--- src/logic/hbctl_map.svh ---
// hbctl_map.svh: register offsets, field positions and timing counts of the half-bridge controller.
// assumes inclusion by bare name from the controller top module and the bench.
`ifndef HBCTL_MAP_SVH
`define HBCTL_MAP_SVH
`define HBCTL_CLK_NS 100
// register word offsets (byte addresses)
`define HBCTL_OFF_CTRL 12'h000
`define HBCTL_OFF_DRIVE 12'h004
`define HBCTL_OFF_STAT 12'h008
`define HBCTL_OFF_IRQ_STAT 12'h00C
`define HBCTL_OFF_IRQ_CLR 12'h010
`define HBCTL_OFF_IRQ_EN 12'h014
`define HBCTL_OFF_RECOV 12'h018
// ctrl fields
`define HBCTL_CTRL_ENABLE 0
`define HBCTL_CTRL_AUTO 1
`define HBCTL_CTRL_PARALLEL 2
`define HBCTL_CTRL_RESTART 3
// status / irq fields
`define HBCTL_ST_FAULT 0
`define HBCTL_ST_WARN 1
`define HBCTL_ST_BADCODE 2
`define HBCTL_ST_RESTARTED 3
`define HBCTL_IRQ_W 4
// power-up hold-off in ns, count derived by rounding up
`define HBCTL_SETTLE_NS 100000
`define HBCTL_SETTLE_CYC ((`HBCTL_SETTLE_NS + `HBCTL_CLK_NS - 1) / `HBCTL_CLK_NS)
// float low phase used for a latched-fault restart, in ns
`define HBCTL_LOWPH_NS 1000
`define HBCTL_LOWPH_CYC ((`HBCTL_LOWPH_NS + `HBCTL_CLK_NS - 1) / `HBCTL_CLK_NS)
`define HBCTL_RECOV_RST 16'h0064
`endif

--- src/logic/hbctl_pkg.sv ---
// hbctl_pkg.sv: types shared by the half-bridge controller modules.
// assumes nothing beyond the map header.
package hbctl_pkg;
  typedef struct packed {
    logic a;
    logic b;
  } hbctl_pair_t;
  typedef struct packed {
    hbctl_pair_t left;
    hbctl_pair_t right;
  } hbctl_drive_t;
  typedef enum logic [2:0] {
    HBCTL_POWERUP,
    HBCTL_RUN,
    HBCTL_FAULTED,
    HBCTL_LOWPH,
    HBCTL_AUTOWAIT
  } hbctl_state_t;
endpackage

--- src/logic/hbctl_drive_fix.sv ---
// hbctl_drive_fix.sv: sanitises one channel's drive pair before it reaches the pins.
// assumes a pair already registered by the caller; purely combinational.
`timescale 1ns/10ps
module hbctl_drive_fix (
  input wire hbctl_pkg::hbctl_pair_t req,
  input wire logic parallel,
  output hbctl_pkg::hbctl_pair_t fixed,
  output logic bad_code
);
  // both high is unused outside paralleled mode; fall back to the damped state
  wire both_high = req.a & req.b & ~parallel;
  wire hbctl_pkg::hbctl_pair_t no_both = both_high ? '0 : req;
  // paralleled bridges must see identical inputs
  assign fixed.a = no_both.a;
  assign fixed.b = parallel ? no_both.a : no_both.b;
  assign bad_code = both_high | (parallel & (req.a != req.b));
endmodule // hbctl_drive_fix

--- src/logic/hbctl_top.sv ---
// hbctl_top.sv: controller that drives a quad half-bridge stage through its logic pins.
// assumes the stage's fault and warning pins are open drain, pulled up and synchronous to aclk.
`timescale 1ns/10ps
`include "hbctl_map.svh"
module hbctl_top (
  input wire logic aclk,
  input wire logic aresetn,
  input wire logic [11:0] s_axi_awaddr,
  input wire logic s_axi_awvalid,
  output logic s_axi_awready,
  input wire logic [31:0] s_axi_wdata,
  input wire logic [3:0] s_axi_wstrb,
  input wire logic s_axi_wvalid,
  output logic s_axi_wready,
  output logic [1:0] s_axi_bresp,
  output logic s_axi_bvalid,
  input wire logic s_axi_bready,
  input wire logic [11:0] s_axi_araddr,
  input wire logic s_axi_arvalid,
  output logic s_axi_arready,
  output logic [31:0] s_axi_rdata,
  output logic [1:0] s_axi_rresp,
  output logic s_axi_rvalid,
  input wire logic s_axi_rready,
  output logic left_drive_a,
  output logic left_drive_b,
  output logic right_drive_a,
  output logic right_drive_b,
  output logic power_down_n,
  output logic parallel_sel,
  input wire logic fault_n_in,
  output logic fault_n_out,
  output logic fault_n_oe,
  input wire logic overtemp_warn_n,
  output logic irq
);
  logic [3:0] ctrl_r;
  hbctl_pkg::hbctl_drive_t drive_r;
  logic [15:0] recov_r;
  logic [`HBCTL_IRQ_W-1:0] ist_r;
  logic [`HBCTL_IRQ_W-1:0] ien_r;
  hbctl_pkg::hbctl_state_t st_r;
  logic [15:0] cnt_r;
  logic fault_q_r;
  logic warn_q_r;
  logic self_pull_q_r;
  logic aw_hold_r;
  logic w_hold_r;
  logic [11:0] awaddr_r;
  logic [31:0] wdata_r;
  logic [3:0] wstrb_r;
  hbctl_pkg::hbctl_drive_t pins_r;
  logic float_r;

  // write path: address and data may arrive in either order
  wire aw_take = s_axi_awvalid & s_axi_awready;
  wire w_take = s_axi_wvalid & s_axi_wready;
  wire wr_go = aw_hold_r & w_hold_r & ~s_axi_bvalid;
  wire [11:0] rd_addr = s_axi_araddr;
  wire rd_take = s_axi_arvalid & s_axi_arready;

  function automatic logic hit(input logic [11:0] a, input logic [11:0] off);
    hit = (a[11:2] == off[11:2]);
  endfunction

  wire wr_ctrl = wr_go & hit(awaddr_r, `HBCTL_OFF_CTRL) & wstrb_r[0];
  wire wr_drive = wr_go & hit(awaddr_r, `HBCTL_OFF_DRIVE) & wstrb_r[0];
  wire wr_clr = wr_go & hit(awaddr_r, `HBCTL_OFF_IRQ_CLR) & wstrb_r[0];
  wire wr_en = wr_go & hit(awaddr_r, `HBCTL_OFF_IRQ_EN) & wstrb_r[0];
  wire wr_recov = wr_go & hit(awaddr_r, `HBCTL_OFF_RECOV) & (wstrb_r[1:0] == 2'b11);
  wire wr_known = hit(awaddr_r, `HBCTL_OFF_CTRL) | hit(awaddr_r, `HBCTL_OFF_DRIVE)
                | hit(awaddr_r, `HBCTL_OFF_IRQ_CLR) | hit(awaddr_r, `HBCTL_OFF_IRQ_EN)
                | hit(awaddr_r, `HBCTL_OFF_RECOV) | hit(awaddr_r, `HBCTL_OFF_STAT)
                | hit(awaddr_r, `HBCTL_OFF_IRQ_STAT);

  // drive sanitising per channel
  hbctl_pkg::hbctl_drive_t fixed;
  logic bad_l;
  logic bad_r;
  hbctl_drive_fix u_fix_l (.req(drive_r.left), .parallel(ctrl_r[`HBCTL_CTRL_PARALLEL]), .fixed(fixed.left),
    .bad_code(bad_l));
  hbctl_drive_fix u_fix_r (.req(drive_r.right), .parallel(ctrl_r[`HBCTL_CTRL_PARALLEL]), .fixed(fixed.right),
    .bad_code(bad_r));

  // stage fault and warning as seen by the controller
  // our own pull on the shared node is no stage fault, else self-restart never ends
  wire fault_seen = fault_q_r & ~self_pull_q_r;
  wire auto_mode = ctrl_r[`HBCTL_CTRL_AUTO];
  wire restart_req = wr_ctrl & wdata_r[`HBCTL_CTRL_RESTART];
  wire cnt_done = (cnt_r == 16'h0000);

  // state machine around the float control
  hbctl_pkg::hbctl_state_t st_nxt;
  logic [15:0] cnt_nxt;
  always_comb begin
    st_nxt = st_r;
    cnt_nxt = (cnt_r == 16'h0000) ? 16'h0000 : cnt_r - 16'h0001;
    case (st_r)
      hbctl_pkg::HBCTL_POWERUP: if (cnt_done) begin
        st_nxt = hbctl_pkg::HBCTL_RUN;
      end
      hbctl_pkg::HBCTL_RUN: if (fault_seen) begin
        st_nxt = auto_mode ? hbctl_pkg::HBCTL_AUTOWAIT : hbctl_pkg::HBCTL_FAULTED;
        cnt_nxt = recov_r;
      end
      hbctl_pkg::HBCTL_FAULTED: if (restart_req) begin
        st_nxt = hbctl_pkg::HBCTL_LOWPH;
        cnt_nxt = 16'(`HBCTL_LOWPH_CYC);
      end
      hbctl_pkg::HBCTL_LOWPH: if (cnt_done) begin
        st_nxt = hbctl_pkg::HBCTL_RUN;
      end
      hbctl_pkg::HBCTL_AUTOWAIT: if (cnt_done) begin
        // retries forever while the fault stays; each retry re-enters this wait
        st_nxt = hbctl_pkg::HBCTL_RUN;
      end
      default: st_nxt = hbctl_pkg::HBCTL_POWERUP;
    endcase
  end

  // float high only when running and enabled; low during power-up and restart phases
  wire float_nxt = (st_nxt == hbctl_pkg::HBCTL_RUN) & ctrl_r[`HBCTL_CTRL_ENABLE];
  // in self-restart the controller also pulls the shared fault node low while waiting
  wire pull_nxt = (st_nxt == hbctl_pkg::HBCTL_AUTOWAIT);

  wire [`HBCTL_IRQ_W-1:0] ev = {(st_r == hbctl_pkg::HBCTL_AUTOWAIT) & cnt_done, bad_l | bad_r,
                                ~warn_q_r, fault_seen & (st_r == hbctl_pkg::HBCTL_RUN)};
  wire [`HBCTL_IRQ_W-1:0] ist_nxt = ev | (ist_r & ~(wr_clr ? wdata_r[`HBCTL_IRQ_W-1:0] : '0));

  wire [31:0] rd_mux =
    hit(rd_addr, `HBCTL_OFF_CTRL) ? {28'h000_0000, ctrl_r} :
    hit(rd_addr, `HBCTL_OFF_DRIVE) ? {28'h000_0000, drive_r} :
    hit(rd_addr, `HBCTL_OFF_STAT) ? {25'h000_0000, st_r, 2'b00, ~warn_q_r, fault_q_r} :
    hit(rd_addr, `HBCTL_OFF_IRQ_STAT) ? {28'h000_0000, ist_r} :
    hit(rd_addr, `HBCTL_OFF_IRQ_EN) ? {28'h000_0000, ien_r} :
    hit(rd_addr, `HBCTL_OFF_RECOV) ? {16'h0000, recov_r} : 32'h0000_0000;
  wire rd_known = hit(rd_addr, `HBCTL_OFF_CTRL) | hit(rd_addr, `HBCTL_OFF_DRIVE) | hit(rd_addr, `HBCTL_OFF_STAT)
                | hit(rd_addr, `HBCTL_OFF_IRQ_STAT) | hit(rd_addr, `HBCTL_OFF_IRQ_EN)
                | hit(rd_addr, `HBCTL_OFF_RECOV) | hit(rd_addr, `HBCTL_OFF_IRQ_CLR);

  always_ff @(posedge aclk) begin
    if (!aresetn) begin
      ctrl_r <= 4'h0;
      drive_r <= '0;
      recov_r <= `HBCTL_RECOV_RST;
      ist_r <= '0;
      ien_r <= '0;
      st_r <= hbctl_pkg::HBCTL_POWERUP;
      cnt_r <= 16'(`HBCTL_SETTLE_CYC);
      fault_q_r <= 1'b0;
      self_pull_q_r <= 1'b0;
      warn_q_r <= 1'b1;
      pins_r <= '0;
      float_r <= 1'b0;
      fault_n_oe <= 1'b1;
      irq <= 1'b0;
    end else begin
      ctrl_r <= {1'b0, wr_ctrl ? wdata_r[2:0] : ctrl_r[2:0]};
      if (wr_drive) drive_r <= wdata_r[3:0];
      if (wr_recov) recov_r <= wdata_r[15:0];
      if (wr_en) ien_r <= wdata_r[`HBCTL_IRQ_W-1:0];
      ist_r <= ist_nxt; // set wins over clear
      st_r <= st_nxt;
      cnt_r <= cnt_nxt;
      fault_q_r <= ~fault_n_in;
      self_pull_q_r <= ~fault_n_oe;
      warn_q_r <= overtemp_warn_n;
      pins_r <= fixed;
      float_r <= float_nxt;
      fault_n_oe <= ~pull_nxt;
      irq <= |(ist_nxt & ien_r);
    end
  end

  assign left_drive_a = pins_r.left.a;
  assign left_drive_b = pins_r.left.b;
  assign right_drive_a = pins_r.right.a;
  assign right_drive_b = pins_r.right.b;
  assign power_down_n = float_r;
  assign parallel_sel = ctrl_r[`HBCTL_CTRL_PARALLEL];
  assign fault_n_out = 1'b0;

  // bus slave: one write and one read at a time, answer one cycle after both halves held
  always_ff @(posedge aclk) begin
    if (!aresetn) begin
      aw_hold_r <= 1'b0;
      w_hold_r <= 1'b0;
      awaddr_r <= 12'h000;
      wdata_r <= 32'h0000_0000;
      wstrb_r <= 4'h0;
      s_axi_awready <= 1'b0;
      s_axi_wready <= 1'b0;
      s_axi_bvalid <= 1'b0;
      s_axi_bresp <= 2'b00;
      s_axi_arready <= 1'b0;
      s_axi_rvalid <= 1'b0;
      s_axi_rresp <= 2'b00;
      s_axi_rdata <= 32'h0000_0000;
    end else begin
      s_axi_awready <= ~aw_hold_r & ~aw_take & ~s_axi_bvalid;
      s_axi_wready <= ~w_hold_r & ~w_take & ~s_axi_bvalid;
      if (aw_take) begin
        aw_hold_r <= 1'b1;
        awaddr_r <= s_axi_awaddr;
      end
      if (w_take) begin
        w_hold_r <= 1'b1;
        wdata_r <= s_axi_wdata;
        wstrb_r <= s_axi_wstrb;
      end
      if (wr_go) begin
        aw_hold_r <= 1'b0;
        w_hold_r <= 1'b0;
        s_axi_bvalid <= 1'b1;
        s_axi_bresp <= wr_known ? 2'b00 : 2'b10;
      end else if (s_axi_bready) begin
        s_axi_bvalid <= 1'b0;
      end
      s_axi_arready <= ~s_axi_arready & ~s_axi_rvalid & s_axi_arvalid;
      if (rd_take) begin
        s_axi_rvalid <= 1'b1;
        s_axi_rdata <= rd_mux;
        s_axi_rresp <= rd_known ? 2'b00 : 2'b10;
      end else if (s_axi_rready) begin
        s_axi_rvalid <= 1'b0;
      end
    end
  end
endmodule // hbctl_top

--- config.mk ---
export PLATFORM = sky130hd
export DESIGN_NAME = hbctl_top
export DESIGN_NICKNAME = d
export VERILOG_FILES = /design/src/logic/hbctl_pkg.sv /design/src/logic/hbctl_drive_fix.sv /design/src/logic/hbctl_top.sv
export VERILOG_INCLUDE_DIRS = /design/src /design/src/logic
export SDC_FILE = /design/constraint.sdc
export NUM_CORES = 1
export LEC_CHECK = 0
export ABC_AREA = 1
export BUFFER_PORTS_ARGS = -buffer_cell sky130_fd_sc_hd__buf_2
export CAP_MARGIN = 20
export CORE_ASPECT_RATIO = 0.7
export CORE_UTILIZATION = 58
export DETAILED_ROUTE_END_ITERATION = 8
export PLACE_DENSITY = 0.85
export SYNTH_ARGS = -nofsm -noshare
export SYNTH_HDL_FRONTEND = slang
export SYNTH_SLANG_ARGS = --single-unit
--- constraint.sdc ---
create_clock -name aclk -period 2 [get_ports aclk]
set_input_delay 0.4 -clock aclk [delete_from_list [all_inputs] [get_ports aclk]]
set_output_delay 0.4 -clock aclk [all_outputs]
set_load 0.05 [all_outputs]
# == After elaboration in Yosys (flattened, before gate mapping) ==
# Index checks and enable logic that the tools add are counted.
# W data, S select, Z words.
# word_totals
register_bits,134
out_inout_bits,50
elab_cells,156
input_bits,69
# classes
bitwise,65
add_sub_neg,1
mux,26
eq_ne,21
n_reduce_logical,9
# op_table
op,count
$mux W16,9
$eq A10 B3 Y1 const B,6
$eq A10 B2 Y1 const B,4
$and A1 B1 Y1,32
$pmux W16 S2,1
$eq A10 B1 Y1 const B,2
$logic_not A10 Y1,2
$logic_not A16 Y1,1
$sub A16 B1 Y16 const B,1
$or A1 B1 Y1,15
$not A1 Y1,14
$mux W3,4
$pmux W3 S3,1
$and A4 B4 Y4,2
$mux W2,4
$eq A3 B1 Y1 const B,2
$eq A3 B2 Y1 const B,2
$eq A3 B3 Y1 const B,2
$mux W1,6
$mux W4,1
$not A4 Y4,1
$or A4 B4 Y4,1
$reduce_bool A2 Y1,2
$reduce_or A4 Y1,1
5 further kinds,6

# == Depth between registers and ports, before layout ==
# Gate-level depths: netlist of run 1.
# depth
ltp_word,10
mapped_depth,10
ltp_nobuf,10

# == Hierarchy ==
# A second synthesis of run 1 with hierarchy kept.
# hier_totals
hier_cells,679
area_unflattened_um2,5109.9
# by_module_without_submodules
module,cells_each,area_per_inst_um2,n_inst
hbctl_top,661,5012.3,1
hbctl_drive_fix,9,48.8,2

# == Least setup slack after synthesis of run 1 ==
# No wires, ideal clock.
# synth_timing
path_kind,flip-flop to flip-flop
start,register s_axi_bvalid
end,register recov_r[6]
period_less_slack_ps,1608
required_ps,1877
path_slack_ps,392
path_stages_with_launch,9
path_buffers,1
arrival_time_ps,1485
path_cell_list,dfxtp_1 > inv_1 > nand3_4 > nor4_4 > nand3_2 > clkinv_2 > buf_6 > a21oi_1 > o21ai_0
# synth_via
elab_chain_len,4
# synth_lines
item,line,source
from (decl),hbctl_top.sv:16,"output logic s_axi_bvalid,"
from (signal assigned),hbctl_top.sv:193,s_axi_bvalid <= 1'b0;
from (signal assigned),hbctl_top.sv:214,s_axi_bvalid <= 1'b1;
from (signal assigned),hbctl_top.sv:217,s_axi_bvalid <= 1'b0;
$not A1 Y1,hbctl_top.sv:58,wire wr_go = aw_hold_r & w_hold_r & ~s_axi_bvalid;
$and A1 B1 Y1,hbctl_top.sv:58,
$and A1 B1 Y1 (2 in series),hbctl_top.sv:70,"wire wr_recov = wr_go & hit(awaddr_r, `HBCTL_OFF_RECOV) & (wstrb_r[1:0] == 2'b11);"
to (signal assigned),hbctl_top.sv:145,recov_r <= `HBCTL_RECOV_RST;
to (signal assigned),hbctl_top.sv:160,if (wr_recov) recov_r <= wdata_r[15:0];
to (decl),hbctl_top.sv:39,logic [15:0] recov_r;
# No other way between the ends.
# A chain may end at the register's enable or synchronous reset.

# == Worst setup path after layout of run 1 ==
# layout_timing
start,register st_r[0]
end,register cnt_r[14]
# layout_via
elab_chain_len,2
# layout_lines
item,line,source
from (decl),hbctl_top.sv:42,hbctl_pkg::hbctl_state_t st_r;
from (signal assigned),hbctl_top.sv:148,st_r <= hbctl_pkg::HBCTL_POWERUP;
from (signal assigned),hbctl_top.sv:163,st_r <= st_nxt;
$eq A3 B2 Y1 or $eq A3 B1 Y1 (tied branches),hbctl_top.sv:98,case (st_r)
$pmux W16 S2 *,hbctl_top.sv:98,
to (signal assigned),hbctl_top.sv:149,cnt_r <= 16'(`HBCTL_SETTLE_CYC);
to (signal assigned),hbctl_top.sv:164,cnt_r <= cnt_nxt;
to (decl),hbctl_top.sv:43,logic [15:0] cnt_r;
# Every way passes the cells marked *; elsewhere a longest branch is shown, timed or not.

==> results.md, run 1 <==
- Clock root buffer: clkbuf_16
- Core area: 8440 sq um
- Post-Synth XOR/XNOR Area: 0.0209
- Worst EP required: 2.30 ns
- Slowest stage delay, CP: 0.48 ns
- Die area: 9050 sq um
- Arrival time at the worst endpoint: 2.11 ns
- Antenna-violating nets left: 0
- Worst clock skew: 0.0117 ns
- CP max FO: 17
- DIE HEIGHT: 79.9 microns
- Peak VDD IR: 732 uV
- Syn-to-layout area delta: 19.8%
- # DRC: 0
- Pwr dens: 974 nW/um^2
- CP endpoint kind: flip-flop
- Synth Area in Simple Gates: 0.236
- DP Wirelength: 9240 microns
- Post-Synth Adder-Cell Area: 0.00995
- Worst-margin pin slew: 0.537 ns
- Routability Congestion: 0.952
- Buf+Inv Stages, Crit Path: 3
- Setup_tns: 0 ns
- Share of layout cells above drive strength 1: 0.207
- Avg Vias per Cell: 5.52
- HP Class: in -> reg
- FF+latch count, synth: 113
- Met2 usage: 0.483
- Detailed-route via count: 4,792
- Most common cell after layout, fill and taps aside: dfxtp_1
- Met1 GRT Util: 0.403
- Filler Cell Count: 643
- Mux contribution to synthesized area: 0
- Top cells by area, synth: dfxtp_1, a21oi_1, nand2_1, o21ai_0, nor2_1
- Most frequent cells in the layout: dfxtp_1, nand2_1, buf_2, a21oi_1, nor2_1
- CTS Buf Count: 17
- Initial DRC Count: 482
- Critical Path Slowest Stage Cell: dfxtp_1
- Pin count of the biggest net entering global routing: 36
- Total gr overflow: 0
- Max Cap Viol: 0
- Deepest clock path buffer count: 2
- Syn Area/Cell: 7.64 sq um
- IO Pins: 119
- First-pass GRT wire length: 21,600 microns
- Post_cts resized: 0
- Initial antenna violation count: 0
- Vias in the first global route: 4,513
- Hold Crit Endpoint: fault_q_r$_SDFF_PN0_
- Post-synthesis sequential area ratio: 0.450
- Drt first pass iters: 5
- Synth warnings: 0
- Clk_lat worst skew: 0.42 ns
- Worst setup margin: 0.191 ns
- Diodes inserted: 0
- Max_slew headroom: 0.639
- Initial Utilization: 0.596
- Hold Crit Start: fault_n_in
- Clock Sink Count: 113
- Endpoints failing hold: 0
- Post-synthesis compound-gate area fraction: 0.180
- Crit path time final: 1.81 ns
- CTS H-tree depth: 4
- CP top delay family: simple AND/OR/NAND/NOR gates
- Status: finished clean
- R2R setup slack: 0.19 ns
- CTS Hold Bufs: 0
- Max-slew violation count: 0
- CTS tree: yes
- Reg2reg start: st_r[0]$_SDFF_PN0_
- Final Util: 0.713
- Unrepaired setup endpoints after global routing: no
- GRT Util Overall: 0.314
- Worst path cell trace: inv_1 > nor3_2 > nand2_2 > inv_2 > a21oi_2 > nand2_2 > inv_2 > nand2_1 > a21oi_1
- Die W: 113 microns
- # rows: 28
- Worst setup slack after placement: 0.293 ns
- Layout Nets: 809
- Capture point of the worst reg-to-reg path: cnt_r[14]$_SDFF_PN0_
- Setup violations, final: 0
- Most area-hungry cell type in the Yosys netlist: dfxtp_1
- Hold depth: 2
- I/O Buffers: 77
- Synth top area share: 0.450
- Mapped Area: 5030 sq um
- Reg clk slew, reported paths: 0.05 ns
- GR met3 Demand/Resource: 0.105
- CP startpoint kind: flip-flop
- Post-CTS setup repair buffer count: 0
- Final WL: 13,400 microns
- WL/cell: 15.4 microns
- Kind of critical path: reg -> reg
- Gate Count Post-Synth: 658
- Peak Freq: 0.553 GHz
- Most used routing layer in global routing: met2
- Leakage: 2.63 nW
- Final Cycle Share: 0.904
- Critical path depth: 9
- Worst reg2reg path depth: 9
- Synth cell types: 41
- Largest family of logic cells by synthesized area: simple AND/OR/NAND/NOR gates
==> how the worst max path moves through the flow <==
stage	startpoint	to	slack, ns
CTS	awaddr_r[6]$_SDFFE_PN0P_	ien_r[1]$_SDFFE_PN0P_	0.28
global route	awaddr_r[6]$_SDFFE_PN0P_	ien_r[1]$_SDFFE_PN0P_	0.09
global placement	s_axi_araddr[9]	s_axi_rdata[3]$_SDFFE_PN0P_	0.32
finish	st_r[0]$_SDFF_PN0_	cnt_r[14]$_SDFF_PN0_	0.19
detailed placement	s_axi_araddr[9]	s_axi_rdata[3]$_SDFFE_PN0P_	0.29
floorplan	s_axi_bvalid$_SDFFE_PN0P_	recov_r[6]$_SDFFE_PN1P_	0.39
==> worst register-to-register path, delay by kind of cell (launching register included) <==
kind	cells	cell delay, ns
compound gates	2	0.15
simple gates	4	0.56
buf+inv	3	0.52
flops	1	0.48
==> logic make-up (layout without fill, tap and decap cells) <==
family | Yosys count | after routing
buf+inv | 112 | 184
compound gates | 164 | 164
flops | 113 | 113
fa+ha+maj | 4 | 4
xor+xnor | 12 | 12
other cells | 1 | 19
simple gates | 252 | 252
==> metal layers <==
layer | share of wire | routed length (microns) | vias up
met1 | 0.44 | 5870 | 2163
met5 | 0 | 0 | -
li1 | - | - | 2295
met2 | 0.43 | 5810 | 288
met3 | 0.10 | 1390 | 46
met4 | 0.024 | 322 | 0
==> through the flow <==
stage               power [mW]  instance area, sq um  instances  hold WS [ns]
floorplan                 2.80                  5100        676         0.426
global placement          2.89                  5430        837         0.396
detailed placement        2.91                  5430        837         0.409
CTS                       5.86                  6020        868         0.143
global route              6.03                  6020        868         0.144
finish                    5.87                  6020        868         0.144
==> power breakdown <==
part           switching (mW)  total, mW  internal, mW
registers              0.0532       2.38          2.33
clock network            1.05       2.99          1.94
logic                   0.358      0.496         0.138
==> sequential cells by signal, indices dropped and copies added, names as in the netlist, 2 cells and up <==
register	count
wstrb_r	2
ien_r	4
ctrl_r	3
recov_r	16
wdata_r	16
drive_r	4
s_axi_rdata	16
st_r	3
ist_r	4
awaddr_r	10
cnt_r	16
==> cells in the mapped netlist (all sizes together) <==
cell type,count
clkbuf,13
nand3b,1
a31oi,2
xnor2,2
inv,69
a21oi,81
buf,28
xor2,10
a211oi,6
nand4,8
o21bai,1
nor2,76
o21ai,61
nor4,1
dfxtp,113
a21boi,1
a22oi,1
nor3,17
nand2,103
o211ai,11
or2,4
clkinv,2
ha,4
conb,1
nand3,42
==> cell type report <==
type                            instances  area (sq um)  share of cell area
Clock buffer                           21           480              0.0798
Timing Repair Buffer                   82           435              0.0723
Tap cell                              120           150              0.0249
Clock inverter                         10           109              0.0181
Multi-Input combinational cell        451          2320               0.385
Inverter                               71           268              0.0445
Sequential cell                       113          2260               0.376
Note: power is estimated with default switching activity, not from simulation.
==> inputs of run 2 (changes only) <==
Settings changed: GPL_TIMING_DRIVEN set to 0.
==> run 2 against run 1 <==
  * First-iteration DRC count increased by 15%
  * Setup slack better by 0.062 ns
  * Critical endpoint is now ien_r[1]$_SDFFE_PN0P_
  * Largest cell class unchanged
  * Global-route usage increased by 2.6 points
  * Via count up 4.6%
  * Critical path type unchanged
==> results.md, run 2 (synthesis results as in run 1) <==
- Worst path cell trace: nor2_1 > nand2_1 > nor2_2 > nand3_1 > o21ai_0 > a21oi_1
- Finished Cell Area: 6300 sq um (+4.5%)
- Crit path time final: 1.75 ns (-0.0616 ns)
- Peak Freq: 0.572 GHz (+3.5%)
- Worst setup slack after placement: 0.341 ns (+0.0479 ns)
- Sequential Area: 2260 sq um (unchanged)
- IO Pins: 119 (unchanged)
- Detailed-route via count: 5,011 (+4.6%)
- Post-CTS setup repair buffer count: 0 (unchanged)
- Arrival time at the worst endpoint: 2.04 ns (-0.07 ns)
- Avg Vias per Cell: 5.54 (+0.41%)
- Final Util: 0.746 (+0.0325)
- Slowest stage delay, CP: 0.33 ns (-0.15 ns)
- Max-slew violation count: 0 (unchanged)
- CTS H-tree depth: 4 (unchanged)
- Worst clock skew: 0.00948 ns (-0.00223 ns)
- Clk_lat worst skew: 0.42 ns (about the same)
- Post_cts resized: 0 (unchanged)
- HP Class: in -> reg
- CTS Buf Count: 17 (unchanged)
- I/O Buffers: 76 (-1.3%)
- Max_slew headroom: 0.572 (-0.0668)
- Share of layout cells above drive strength 1: 0.222 (+0.0147)
- Filler Cell Count: 636 (-1.1%)
- Initial antenna violation count: 0 (unchanged)
- # DRC: 0 (unchanged)
- Setup_tns: 0 ns (unchanged)
- Worst EP required: 2.29 ns (about the same)
- Most common cell after layout, fill and taps aside: dfxtp_1
- Antenna-violating nets left: 0 (unchanged)
- CP startpoint kind: flip-flop
- Pwr dens: 1010 nW/um^2 (+3.3%)
- Unrepaired setup endpoints after global routing: no
- Reg clk slew, reported paths: 0.06 ns (about the same)
- CTS Hold Bufs: 0 (unchanged)
- Critical Path Slowest Stage Cell: nor2_2
- Max Cap Viol: 0 (unchanged)
- Total gr overflow: 0 (unchanged)
- WL/cell: 16.0 microns (+3.8%)
- DP Wirelength: 10,300 microns (+11%)
- Routability Congestion: 0.944 (-0.82%)
- First-pass GRT wire length: 23,000 microns (+6.8%)
- Vias in the first global route: 4,570 (+1.3%)
- Worst-margin pin slew: 0.641 ns (+0.104 ns)
- Buf+Inv Stages, Crit Path: 0 (-3)
- CP endpoint kind: flip-flop
- Worst setup margin: 0.253 ns (+0.0616 ns)
- Syn-to-layout area delta: 25.2%
- CP top delay family: simple AND/OR/NAND/NOR gates
- Pin count of the biggest net entering global routing: 17 (-53%)
- Deepest clock path buffer count: 2 (unchanged)
- Most frequent cells in the layout: dfxtp_1, nand2_1, buf_2, a21oi_1, nor2_1
- DIE HEIGHT: 79.9 microns (unchanged)
- Setup violations, final: 0 (unchanged)
- Drt first pass iters: 5 (unchanged)
- Endpoints failing hold: 0 (unchanged)
- Initial DRC Count: 556 (+15%)
- Final WL: 14,500 microns (+8.1%)
- GRT Util Overall: 0.340 (+0.0260)
- Final Cycle Share: 0.874 (-0.0308)
- CP max FO: 8 (-9)
- # rows: 28 (unchanged)
- Initial Utilization: 0.596 (unchanged)
- Diodes inserted: 0 (unchanged)
- Die W: 113 microns (unchanged)
- Clock root buffer: clkbuf_16
- Leakage: 2.79 nW (+5.9%)
- Multi-input logic area: 2320 sq um (unchanged)
- CTS tree: yes
- Status: finished clean
- DP Area: 5630 sq um (+3.6%)
- Layout Nets: 844 (+4.3%)
- Kind of critical path: reg -> reg
- Core area: 8440 sq um (unchanged)
- Clock Sink Count: 113 (unchanged)
- Die area: 9050 sq um (unchanged)
- Peak VDD IR: 862 uV (+18%)
run 2: cell types whose count changed in the layout (fill, tap and decap cells not counted), moves of 2 or more:
cell,previous run,this run
buf_4,4,21
clkbuf_1,0,13
buf_1,0,4
bufinv_16,2,5
clkinv_2,6,3
buf_6,0,2
inv_6,0,2
run 2: area by class of cell:
class / instances / area share
plain buffers: 41 / 0.0395
flip-flops and latches: 113 / 0.359
repair buffers: 76 / 0.0604
clock buffers: 20 / 0.0741
multi-input cells: 451 / 0.368
inverters: 71 / 0.0425
well taps: 120 / 0.0238
clock inverters: 12 / 0.0322
run 2: path summary, 6_finish.rpt:
path	from	cells after the start	endpoint	slack, ns
worst min-delay path	fault_n_in	2	fault_q_r$_SDFF_PN0_	0.14
worst max register to register	awaddr_r[6]$_SDFFE_PN0P_	6	ien_r[1]$_SDFFE_PN0P_	0.25
worst max-delay path	awaddr_r[6]$_SDFFE_PN0P_	6	ien_r[1]$_SDFFE_PN0P_	0.25
worst min register to register	fault_n_oe$_SDFF_PN1_	1	self_pull_q_r$_SDFF_PN0_	0.42
run 2: routing by layer:
metal / up-vias / GRT usage / wire length (microns) / share of wire
met4: 0 / 0.114 / 302 / 0.021
met2: 298 / 0.540 / 6430 / 0.44
met3: 41 / 0.0866 / 1420 / 0.098
li1: 2366 / - / - / -
met1: 2306 / 0.451 / 6330 / 0.44
met5: - / 0 / 0 / 0
run 2: power breakdown:
part	switching, mW	total, mW	internal (mW)
logic	0.378	0.540	0.162
registers	0.0549	2.38	2.33
clock network	1.10	3.42	2.32
run 2: through the flow:
step | total power, mW | hold WS [ns] | cells
finish | 6.34 | 0.144 | 904
global route | 6.50 | 0.140 | 904
CTS | 6.32 | 0.146 | 904
detailed placement | 2.94 | 0.412 | 872
global placement | 2.93 | 0.396 | 872
floorplan | 2.80 | 0.426 | 676
